<file path="src/rtl/lcpb_map.svh">
// Offsets, field positions, reset values and timing counts
`ifndef LCPB_MAP_SVH
`define LCPB_MAP_SVH
`define LCPB_CTRL_OFS      12'h000
`define LCPB_STAT_OFS      12'h004
`define LCPB_IRQ_STAT_OFS  12'h008
`define LCPB_IRQ_CLR_OFS   12'h00C
`define LCPB_IRQ_EN_OFS    12'h010
`define LCPB_CTRL_RST      32'h0000_0000
`define LCPB_IRQ_EN_RST    4'h0
// Control fields
`define LCPB_CTRL_STOPS_DONE 0
`define LCPB_CTRL_TUNE_DONE  1
// Interrupt event positions
`define LCPB_EV_START   0
`define LCPB_EV_DONE    1
`define LCPB_EV_CANCEL  2
`define LCPB_EV_REJECT  3
// Times
`define LCPB_CLK_HZ     100000000
`define LCPB_MIN_HOLD_MS 2000
`define LCPB_MAX_HOLD_MS 7000
`define LCPB_BLINK_MS    250
`define LCPB_MIN_HOLD_CYC ((`LCPB_CLK_HZ / 1000) * `LCPB_MIN_HOLD_MS)
`define LCPB_MAX_HOLD_CYC ((`LCPB_CLK_HZ / 1000) * `LCPB_MAX_HOLD_MS)
`define LCPB_BLINK_CYC    ((`LCPB_CLK_HZ / 1000) * `LCPB_BLINK_MS)
`endif

</file>
<file path="src/rtl/lcpb_pkg.sv">
// Types of the pushbutton commissioning controller
package lcpb_pkg;
  typedef enum logic [3:0] {
    LCPB_NORMAL = 4'b0001,
    LCPB_STOPS  = 4'b0010,
    LCPB_OPEN   = 4'b0100,
    LCPB_TUNE   = 4'b1000
  } lcpb_mode_t;
  typedef enum logic [1:0] {
    LCPB_BTN_NONE  = 2'h0,
    LCPB_BTN_STOPS = 2'h1,
    LCPB_BTN_UPPER = 2'h2,
    LCPB_BTN_TUNE  = 2'h3
  } lcpb_btn_t;
  typedef struct packed {
    lcpb_mode_t  mode;
    logic [31:0] hold_cnt;
    logic [31:0] blink_cnt;
    logic        blink;
    logic [1:0]  held;
    logic [2:0]  led;
    logic        air_closes_valve;
    logic        auto_tune_sel;
    logic [2:0]  preset_idx;
    logic        store_open_stop;
    logic        use_new_tune;
    logic [1:0]  done_ctl;
    logic [3:0]  irq_stat;
    logic [3:0]  irq_en;
    logic        irq;
    logic        dphase;
    logic        dwrite;
    logic [11:0] daddr;
    logic [31:0] rdata;
  } lcpb_state_t;
endpackage : lcpb_pkg

</file>
<file path="src/rtl/lcpb_ctrl.sv">
// Pushbutton commissioning controller with AHB-Lite status port
// Contract
// - Selector 0-7 means air opens valve, 8-F means air closes valve.
// - Selector 0 or 8 selects auto-tuned parameters, not a preset.
// - Selectors 1-7 and 9-F select presets, smallest actuator first.
// - Stop-find LED lights at two seconds; release before seven starts.
// - LED 1 blinks continuously while stop finding runs.
// - Stop finding done returns to Normal by itself.
// - Upper button held two to seven seconds enters open-stop, LED 2.
// - Second upper hold over two seconds stores stop, LED off, Normal; the hold count runs on, so release before seven re-enters open-stop.
// - Autotune held two to seven seconds lights LED 2, then LED 3 blinks.
// - Tuning steps the valve; takes three to ten minutes.
// - Tuning done returns to Normal using the new parameters.
// - Cancel aborts any process, LED off, Normal, nothing changed.
//
// The implementer's own choices: the AHB-Lite register port and the address map.
`timescale 1ns/1ps
`include "lcpb_map.svh"
`default_nettype none
module lcpb_ctrl
  import lcpb_pkg::*;
(
  // Clock, reset, enable
  input  wire logic        clk_in,
  input  wire logic        reset_in,
  input  wire logic        clk_en_in,
  // Front panel
  input  wire logic        stops_btn_in,
  input  wire logic        upper_btn_in,
  input  wire logic        tune_btn_in,
  input  wire logic        cancel_btn_in,
  input  wire logic [3:0]  selector_in,
  // Positioning engine, panel LEDs, interrupt
  input  wire logic        stops_done_in,
  input  wire logic        tune_done_in,
  output logic      [3:0]  mode_out,
  output logic      [2:0]  led_out,
  output logic             air_closes_valve_out,
  output logic             auto_tune_sel_out,
  output logic      [2:0]  preset_idx_out,
  output logic             store_open_stop_out,
  output logic             use_new_tune_out,
  output logic             irq_out,
  // AHB-Lite slave
  input  wire logic        hsel_in,
  input  wire logic [31:0] haddr_in,
  input  wire logic [1:0]  htrans_in,
  input  wire logic        hwrite_in,
  input  wire logic [2:0]  hsize_in,
  input  wire logic [31:0] hwdata_in,
  input  wire logic        hready_in,
  output logic      [31:0] hrdata_out,
  output logic             hreadyout_out,
  output logic             hresp_out
);
  localparam logic [31:0] MIN_HOLD = 32'(`LCPB_MIN_HOLD_CYC);
  localparam logic [31:0] MAX_HOLD = 32'(`LCPB_MAX_HOLD_CYC);
  localparam logic [31:0] BLINK    = 32'(`LCPB_BLINK_CYC);

  lcpb_state_t s_r;
  lcpb_state_t s_nxt;
  lcpb_btn_t   btn;
  logic        any_btn;
  logic [3:0]  ev;
  logic        released;
  logic        in_window;
  logic        wr_go;
  logic [31:0] ctrl_w;

  ////////////////////////////////////////////////////////////////////////
  always_comb
  begin
    btn = LCPB_BTN_NONE;
    if (stops_btn_in)
      btn = LCPB_BTN_STOPS;
    else if (upper_btn_in)
      btn = LCPB_BTN_UPPER;
    else if (tune_btn_in)
      btn = LCPB_BTN_TUNE;
    any_btn   = (btn != LCPB_BTN_NONE);
    released  = !any_btn && (s_r.held != 2'(LCPB_BTN_NONE));
    in_window = (s_r.hold_cnt >= MIN_HOLD) && (s_r.hold_cnt < MAX_HOLD);
    wr_go     = s_r.dphase && s_r.dwrite;
    ctrl_w    = (wr_go && s_r.daddr == `LCPB_CTRL_OFS) ? hwdata_in
                                                       : `LCPB_CTRL_RST;
    ev        = 4'h0;
    s_nxt     = s_r;
    s_nxt.store_open_stop = 1'b0;
    s_nxt.use_new_tune    = 1'b0;
    // Selector decode, frozen while a process runs
    if (s_r.mode == LCPB_NORMAL)
    begin
      s_nxt.air_closes_valve = selector_in[3];
      s_nxt.auto_tune_sel    = (selector_in[2:0] == 3'h0);
      s_nxt.preset_idx       = selector_in[2:0];
    end
    // Hold timer, saturates so over-long holds stay invalid
    if (any_btn)
    begin
      s_nxt.held = 2'(btn);
      if (s_r.hold_cnt != 32'hFFFF_FFFF)
        s_nxt.hold_cnt = s_r.hold_cnt + 32'h1;
    end
    else
    begin
      s_nxt.held     = 2'(LCPB_BTN_NONE);
      s_nxt.hold_cnt = 32'h0;
    end
    // Blink divider
    if (s_r.blink_cnt >= BLINK - 32'h1)
    begin
      s_nxt.blink_cnt = 32'h0;
      s_nxt.blink     = !s_r.blink;
    end
    else
      s_nxt.blink_cnt = s_r.blink_cnt + 32'h1;
    case (s_r.mode)
      LCPB_NORMAL:
      begin
        s_nxt.led = 3'h0;
        // Steady LED while hold is in window
        if (any_btn && in_window && btn == LCPB_BTN_STOPS)
          s_nxt.led = 3'b001;
        else if (any_btn && in_window)
          s_nxt.led = 3'b010;
        if (released && in_window)
        begin
          ev[`LCPB_EV_START] = 1'b1;
          s_nxt.blink        = 1'b1;
          s_nxt.blink_cnt    = 32'h0;
          case (s_r.held)
            2'(LCPB_BTN_STOPS): s_nxt.mode = LCPB_STOPS;
            2'(LCPB_BTN_UPPER): s_nxt.mode = LCPB_OPEN;
            default:            s_nxt.mode = LCPB_TUNE;
          endcase
        end
        else if (released)
          ev[`LCPB_EV_REJECT] = 1'b1;
      end
      LCPB_STOPS:
      begin
        s_nxt.led = {2'b00, s_r.blink};
        if (stops_done_in || ctrl_w[`LCPB_CTRL_STOPS_DONE])
        begin
          s_nxt.mode = LCPB_NORMAL;
          ev[`LCPB_EV_DONE] = 1'b1;
        end
      end
      LCPB_OPEN:
      begin
        s_nxt.led = {1'b0, s_r.blink, 1'b0};
        if (upper_btn_in && s_r.held == 2'(LCPB_BTN_UPPER)
            && s_r.hold_cnt == MIN_HOLD)
        begin
          s_nxt.store_open_stop = 1'b1;
          s_nxt.mode = LCPB_NORMAL;
          s_nxt.led  = 3'h0;
          ev[`LCPB_EV_DONE] = 1'b1;
        end
      end
      LCPB_TUNE:
      begin
        // Tuning itself runs in the positioning engine
        s_nxt.led = {s_r.blink, 2'b00};
        if (tune_done_in || ctrl_w[`LCPB_CTRL_TUNE_DONE])
        begin
          s_nxt.use_new_tune = 1'b1;
          s_nxt.mode = LCPB_NORMAL;
          ev[`LCPB_EV_DONE] = 1'b1;
        end
      end
      default:
        s_nxt.mode = LCPB_NORMAL;
    endcase
    // Cancel wins over everything; no store, no new tune
    if (cancel_btn_in && s_r.mode != LCPB_NORMAL)
    begin
      s_nxt.mode            = LCPB_NORMAL;
      s_nxt.led             = 3'h0;
      s_nxt.store_open_stop = 1'b0;
      s_nxt.use_new_tune    = 1'b0;
      ev                    = 4'h0;
      ev[`LCPB_EV_CANCEL]   = 1'b1;
    end
    // Interrupt registers: set beats clear
    s_nxt.irq_stat = s_r.irq_stat;
    if (wr_go && s_r.daddr == `LCPB_IRQ_CLR_OFS)
      s_nxt.irq_stat = s_r.irq_stat & ~hwdata_in[3:0];
    s_nxt.irq_stat = s_nxt.irq_stat | ev;
    if (wr_go && s_r.daddr == `LCPB_IRQ_EN_OFS)
      s_nxt.irq_en = hwdata_in[3:0];
    s_nxt.irq = |(s_nxt.irq_stat & s_nxt.irq_en);
    // Bus: zero wait states, unmapped reads zero
    s_nxt.dphase = hsel_in && htrans_in[1] && hready_in;
    s_nxt.dwrite = hwrite_in;
    s_nxt.daddr  = haddr_in[11:0];
    s_nxt.rdata  = 32'h0;
    if (hsel_in && htrans_in[1] && hready_in && !hwrite_in)
    begin
      case (haddr_in[11:0])
        `LCPB_STAT_OFS:
          s_nxt.rdata = {17'h0, s_r.preset_idx, s_r.auto_tune_sel,
                         s_r.air_closes_valve, 3'h0, s_r.led,
                         s_r.mode};
        `LCPB_IRQ_STAT_OFS: s_nxt.rdata = {28'h0, s_r.irq_stat};
        `LCPB_IRQ_EN_OFS:   s_nxt.rdata = {28'h0, s_r.irq_en};
        default:            s_nxt.rdata = 32'h0;
      endcase
    end
  end

  ////////////////////////////////////////////////////////////////////////
  always_ff @(posedge clk_in)
  begin
    if (reset_in)
    begin
      s_r           <= '0;
      s_r.mode      <= LCPB_NORMAL;
      s_r.irq_en    <= `LCPB_IRQ_EN_RST;
    end
    else if (clk_en_in)
      s_r <= s_nxt;
  end

  assign mode_out             = s_r.mode;
  assign led_out              = s_r.led;
  assign air_closes_valve_out = s_r.air_closes_valve;
  assign auto_tune_sel_out    = s_r.auto_tune_sel;
  assign preset_idx_out       = s_r.preset_idx;
  assign store_open_stop_out  = s_r.store_open_stop;
  assign use_new_tune_out     = s_r.use_new_tune;
  assign irq_out              = s_r.irq;
  assign hrdata_out           = s_r.rdata;
  assign hreadyout_out        = 1'b1;
  assign hresp_out            = 1'b0;

  ////////////////////////////////////////////////////////////////////////
  property p_one_hot;
    @(posedge clk_in) disable iff (reset_in) $onehot(s_r.mode);
  endproperty
  a_one_hot: assert property (p_one_hot) else $error("mode not one-hot");

  property p_air;
    @(posedge clk_in) disable iff (reset_in)
      (clk_en_in && s_r.mode == LCPB_NORMAL) |=>
      air_closes_valve_out == $past(selector_in[3]);
  endproperty
  a_air: assert property (p_air) else $error("air action wrong");

  property p_auto;
    @(posedge clk_in) disable iff (reset_in)
      (clk_en_in && s_r.mode == LCPB_NORMAL && selector_in[2:0] == 3'h0)
      |=> auto_tune_sel_out;
  endproperty
  a_auto: assert property (p_auto) else $error("auto tune not selected");

  property p_preset;
    @(posedge clk_in) disable iff (reset_in)
      (clk_en_in && s_r.mode == LCPB_NORMAL) |=>
      preset_idx_out == $past(selector_in[2:0]);
  endproperty
  a_preset: assert property (p_preset) else $error("preset wrong");

  property p_stops_blink;
    @(posedge clk_in) disable iff (reset_in)
      (s_r.mode == LCPB_STOPS && $past(s_r.mode) == LCPB_STOPS)
      |-> led_out[2:1] == 2'b00;
  endproperty
  a_stops_blink: assert property (p_stops_blink) else $error("LED1 only");

  property p_stops_done;
    @(posedge clk_in) disable iff (reset_in)
      (clk_en_in && s_r.mode == LCPB_STOPS && stops_done_in)
      |=> mode_out == LCPB_NORMAL;
  endproperty
  a_stops_done: assert property (p_stops_done) else $error("no return");

  property p_tune_done;
    @(posedge clk_in) disable iff (reset_in)
      (clk_en_in && s_r.mode == LCPB_TUNE && tune_done_in && !cancel_btn_in)
      |=> use_new_tune_out && mode_out == LCPB_NORMAL ##1 !use_new_tune_out
          || !clk_en_in;
  endproperty
  a_tune_done: assert property (p_tune_done) else $error("tune end");

  property p_cancel;
    @(posedge clk_in) disable iff (reset_in)
      (clk_en_in && cancel_btn_in && s_r.mode != LCPB_NORMAL) |=>
      mode_out == LCPB_NORMAL && led_out == 3'h0 && !store_open_stop_out
      && !use_new_tune_out;
  endproperty
  a_cancel: assert property (p_cancel) else $error("cancel failed");

  property p_short;
    @(posedge clk_in) disable iff (reset_in)
      (clk_en_in && s_r.mode == LCPB_NORMAL && released
       && s_r.hold_cnt < MIN_HOLD) |=> mode_out == LCPB_NORMAL;
  endproperty
  a_short: assert property (p_short) else $error("short hold started");

  property p_store;
    @(posedge clk_in) disable iff (reset_in)
      store_open_stop_out |-> mode_out == LCPB_NORMAL && led_out == 3'h0
      && $past(s_r.mode) == LCPB_OPEN;
  endproperty
  a_store: assert property (p_store) else $error("store wrong");
endmodule : lcpb_ctrl
`default_nettype wire

</file>
<file path="config.mk">
export PLATFORM = sky130hd
export DESIGN_NAME = lcpb_ctrl
export DESIGN_NICKNAME = d
export VERILOG_FILES = /design/src/rtl/lcpb_pkg.sv /design/src/rtl/lcpb_ctrl.sv
export VERILOG_INCLUDE_DIRS = /design/src /design/src/rtl
export SDC_FILE = /design/constraint.sdc
export NUM_CORES = 1
export LEC_CHECK = 0
export ABC_AREA = 1
export BUFFER_PORTS_ARGS = -buffer_cell sky130_fd_sc_hd__buf_4
export CORE_AREA = 2 2 114 116
export DETAILED_ROUTE_END_ITERATION = 12
export DIE_AREA = 0 0 116 118
export PLACE_DENSITY = 0.87
export SLEW_MARGIN = 20
export SYNTH_ARGS = -nofsm -noshare
export SYNTH_HDL_FRONTEND = slang
export SYNTH_SLANG_ARGS = --single-unit
</file>
<file path="constraint.sdc">
create_clock -name clk_in -period 5.3 [get_ports clk_in]
set_input_delay 0.53 -clock clk_in [delete_from_list [all_inputs] [get_ports clk_in]]
set_output_delay 0.53 -clock clk_in [all_outputs]
set_load 0.01 [all_outputs]
</file>
==> impl_results.html <==
<table>
<tr><th>Metric</th><th>Value</th></tr>
<tr><th colspan="2">Status</th></tr>
<tr><td>Result of the run</td><td>complete, no violations</td></tr>
<tr><th colspan="2">Pwr</th></tr>
<tr><td>Leakage Power</td><td>0.00315 µW</td></tr>
<tr><td>Power density relative to cell area</td><td>312 mW/mm²</td></tr>
<tr><td>Worst VDD drop</td><td>0.247 mV</td></tr>
<tr><th colspan="2">Timing</th></tr>
<tr><td>Setup Skew</td><td>0.0101 ns</td></tr>
<tr><td>RSZ-0062 raised after global routing</td><td>false</td></tr>
<tr><td>Max-Slew Margin vs Limit</td><td>50.4%</td></tr>
<tr><td>Final critical-path required period</td><td>2.70 ns</td></tr>
<tr><td>Fmax</td><td>370 MHz</td></tr>
<tr><td>Slew Limit Fails</td><td>0</td></tr>
<tr><td>Final hold violations</td><td>0</td></tr>
<tr><td>Hold slack</td><td>0.340 ns</td></tr>
<tr><td>Setup WS post-layout</td><td>2.60 ns</td></tr>
<tr><td>Period utilisation layout</td><td>51.0%</td></tr>
<tr><td>Slew at the pin with the worst max-slew slack</td><td>0.744 ns</td></tr>
<tr><td>Total Neg Setup Slack</td><td>0 ns</td></tr>
<tr><td>Total setup violations reported at the end of the flow</td><td>0</td></tr>
<tr><th colspan="2">Worst setup path</th></tr>
<tr><td>Worst setup SP type</td><td>register</td></tr>
<tr><td>Setup slack on the worst flop-to-flop path</td><td>2.60 ns</td></tr>
<tr><td>CP endpoint kind</td><td>register</td></tr>
<tr><td>Crit Path Max Fanout</td><td>21</td></tr>
<tr><td>Critical setup path kind</td><td>register to register</td></tr>
<tr><td>Required time of the critical path</td><td>5.64 ns</td></tr>
<tr><td>Endpoint arrival time on the critical path</td><td>3.05 ns</td></tr>
<tr><th colspan="2">Placement</th></tr>
<tr><td>Placed wire-length estimate after detailed placement</td><td>11200 µm</td></tr>
<tr><td>Number of input and output port buffers inserted</td><td>59</td></tr>
<tr><td>Placement-stage worst setup slack</td><td>2.37 ns</td></tr>
<tr><td>Routability-driven placement congestion ratio</td><td>0.939</td></tr>
<tr><th colspan="2">Synthesis</th></tr>
<tr><td>Number of different library cells in the post-synthesis netlist</td><td>41</td></tr>
<tr><td>Post-synth top area cell</td><td>dfxtp_1</td></tr>
<tr><td>Area contributors post-synth</td><td>dfxtp_1 34%, nand2_1 14%, inv_1 6.7%, a21oi_1 6.5%, nor2_1 6.0%</td></tr>
<tr><td>Number of storage elements in the synthesis netlist</td><td>116</td></tr>
<tr><td>Number of enable-type register cells in the synthesized netlist</td><td>0</td></tr>
<tr><td>Proportion of synthesized chip area in sequential cells</td><td>34.1%</td></tr>
<tr><td>Mapped cell area</td><td>0.00681 mm²</td></tr>
<tr><td>Ys Warns</td><td>0</td></tr>
<tr><td>Gate count of the mapped netlist</td><td>1042</td></tr>
<tr><td>Share of synthesized flip-flops with an asynchronous set or reset</td><td>0%</td></tr>
<tr><td>Post-synth top area share</td><td>34.1%</td></tr>
<tr><td>Synth Area per Inst</td><td>6.54 µm²</td></tr>
<tr><td>Top_reg_cell synth</td><td>dfxtp_1</td></tr>
<tr><th colspan="2">GRT</th></tr>
<tr><td>Aggregate global routing overflow</td><td>0</td></tr>
<tr><td>Largest net degree at the start of global routing</td><td>67</td></tr>
<tr><td>Global-route wire length before repair</td><td>26400 µm</td></tr>
<tr><td>Initial antenna violation count</td><td>0</td></tr>
<tr><td>Vias in the first global route</td><td>5867</td></tr>
<tr><td>Global Route Usage Sum</td><td>23.8%</td></tr>
<tr><th colspan="2">Job</th></tr>
<tr><td>Number of violations of the max-capacitance limit</td><td>0</td></tr>
<tr><th colspan="2">Layout</th></tr>
<tr><td>Number of nets in the final layout</td><td>1157</td></tr>
<tr><td>Commonest non-fill, non-tap cells in the layout</td><td>252 x nand2_1, 121 x inv_1, 116 x dfxtp_1</td></tr>
<tr><td>Total inserted antenna cells</td><td>0</td></tr>
<tr><td>Number of fill cells in the layout</td><td>1138</td></tr>
<tr><td>Most frequent standard cell in the layout excluding fill and tap cells</td><td>nand2_1</td></tr>
<tr><td>FF/Latch Area</td><td>0.00232 mm²</td></tr>
<tr><td>Share of final-layout standard cells stronger than drive strength 1</td><td>12.6%</td></tr>
<tr><td>Area added between synthesis and finish</td><td>12.0%</td></tr>
<tr><td>Area taken by multi-input logic gates</td><td>0.00359 mm²</td></tr>
<tr><th colspan="2">Clock tree</th></tr>
<tr><td>Clock latency of the later-clocked register in the worst-skew pair</td><td>0.42 ns</td></tr>
<tr><td>CTS tree</td><td>yes</td></tr>
<tr><td>Clock tree root driver cell</td><td>clkbuf_16</td></tr>
<tr><td>H-tree depth</td><td>4</td></tr>
<tr><td>Clock-pin slew on the worst setup and hold paths</td><td>0.06 ns</td></tr>
<tr><td>Maximum count of clock buffers along a single path</td><td>2</td></tr>
<tr><td>Num Clock Sinks</td><td>116</td></tr>
<tr><td>Number of gates resized after CTS</td><td>0</td></tr>
<tr><td>TritonCTS buffer count</td><td>17</td></tr>
<tr><td>Hold buffers post-CTS</td><td>0</td></tr>
<tr><td>Count of buffers added by post-CTS timing repair for setup</td><td>0</td></tr>
<tr><th colspan="2">Die</th></tr>
<tr><td>Vertical die dimension</td><td>118 µm</td></tr>
<tr><td>Starting density of the core</td><td>54.9%</td></tr>
<tr><td>Site Rows</td><td>41</td></tr>
<tr><td>Width of the die</td><td>116 µm</td></tr>
<tr><td>Die Outline Area</td><td>0.0137 mm²</td></tr>
<tr><td>Standard cell core area</td><td>0.0124 mm²</td></tr>
<tr><td>Number of ports placed on the die boundary</td><td>134</td></tr>
<tr><th colspan="2">Drt</th></tr>
<tr><td>Count of nets left with antenna violations after detail routing</td><td>0</td></tr>
<tr><td>Router iterations before antenna repair</td><td>7</td></tr>
<tr><td>Wire length per cell after detailed routing</td><td>12.7 µm</td></tr>
<tr><td>Total via count after detailed routing</td><td>6530</td></tr>
<tr><td>Final WL</td><td>15900 µm</td></tr>
<tr><td>Number of DRC violations after detailed-routing iteration 0</td><td>582</td></tr>
<tr><td>Post-route DRC</td><td>0</td></tr>
<tr><td>Via density per instance</td><td>5.22</td></tr>
<tr><th colspan="2">Hold path</th></tr>
<tr><td>Worst Hold Class</td><td>input pin to register</td></tr>
</table>
## layer usage
metal  share of wire (%)  wire, µm  global-route usage [%]  up-vias
met5                   0         0                       0        -
met2                  49      7740                    39.1      201
met4                 1.7       274                    8.78        0
met1                  44      6960                    29.1     2941
li1                    -         -                       -     3356
met3                 5.6       888                    7.21       32
## power breakdown
group	leakage [µW]	switching [µW]	total, µW	internal, µW
Clock	0.000245	413	1060	645
Combinational	0.00196	235	363	128
Sequential	0.000942	40.0	958	918
## final timing paths
check | to | cells after the start | start
min reg2reg | s_r[96] | 2 | s_r[96]
min | preset_idx_out[1] | 3 | selector_in[1]
max reg2reg | s_r[109] | 11 | s_r[102]
max | s_r[109] | 11 | s_r[102]
## worst max-delay path, cell delays in order (launching register included)
cell and delay (ns):
dfxtp_1 0.36, ha_1 0.19, nand2_1 0.11, nor3_4 0.30, nand2_1 0.11, nor2_2 0.18
nand4_1 0.12, nand2_2 0.39, o21ai_2 0.32, inv_2 0.30, o21ai_1 0.12, a21oi_1 0.13
## per-stage QoR
stage	cell area, µm²	power [µW]	std cells	utilization [%]
finish	7630	2380	1251	61.5
global route	7630	2480	1251	61.5
CTS	7630	2380	1251	61.5
detailed placement	7070	1330	1219	57.0
global placement	7070	1320	1219	57.0
floorplan	6890	1240	1062	-
## logic make-up after synthesis
| logic type | count (synthesis) | synth area share [%] |
|---|---|---|
| XOR/XNOR | 17 | 2.19 |
| adder cells (fa/ha/maj) | 6 | 1.10 |
| AO/OA/AOI/OAI | 158 | 12.5 |
| AND/OR/NAND/NOR | 538 | 35.7 |
| other | 2 | 0.110 |
| buffers and inverters | 205 | 14.3 |
| flip-flops | 116 | 34.1 |
## flip-flops by register name (all words and copies together) (netlist names)
| name | count |
|---|---|
| air_closes_valve_out | 1 |
| auto_tune_sel_out | 1 |
| hrdata_out | 12 |
| irq_out | 1 |
| led_out | 3 |
| mode_out | 4 |
| preset_idx_out | 3 |
| s_r | 89 |
| store_open_stop_out | 1 |
| use_new_tune_out | 1 |
## cell type report
| cell class | instances | area share (%) |
|---|---|---|
| inverter | 129 | 6.35 |
| multi-input combinational | 741 | 47.1 |
| clock buffer | 22 | 6.35 |
| clock inverter | 10 | 1.00 |
| timing repair buffer | 61 | 6.00 |
| sequential | 116 | 30.4 |
| tap | 172 | 2.82 |
## synthesized netlist by cell type, types with 3 or more instances
master / number
a21oi_1: 88
buf_2: 7
buf_4: 44
buf_6: 4
clkbuf_1: 19
dfxtp_1: 116
ha_1: 6
inv_1: 121
inv_2: 8
nand2_1: 252
nand2_2: 5
nand3_1: 55
nand3_2: 5
nand3b_1: 10
nand4_1: 33
nor2_1: 109
nor2_2: 9
nor3_1: 35
nor3_2: 6
nor4_1: 4
o211ai_1: 8
o21ai_0: 45
o21ai_1: 8
or2_2: 4
xnor2_1: 3
xor2_1: 14
Power figures use the tool's default switching activity.
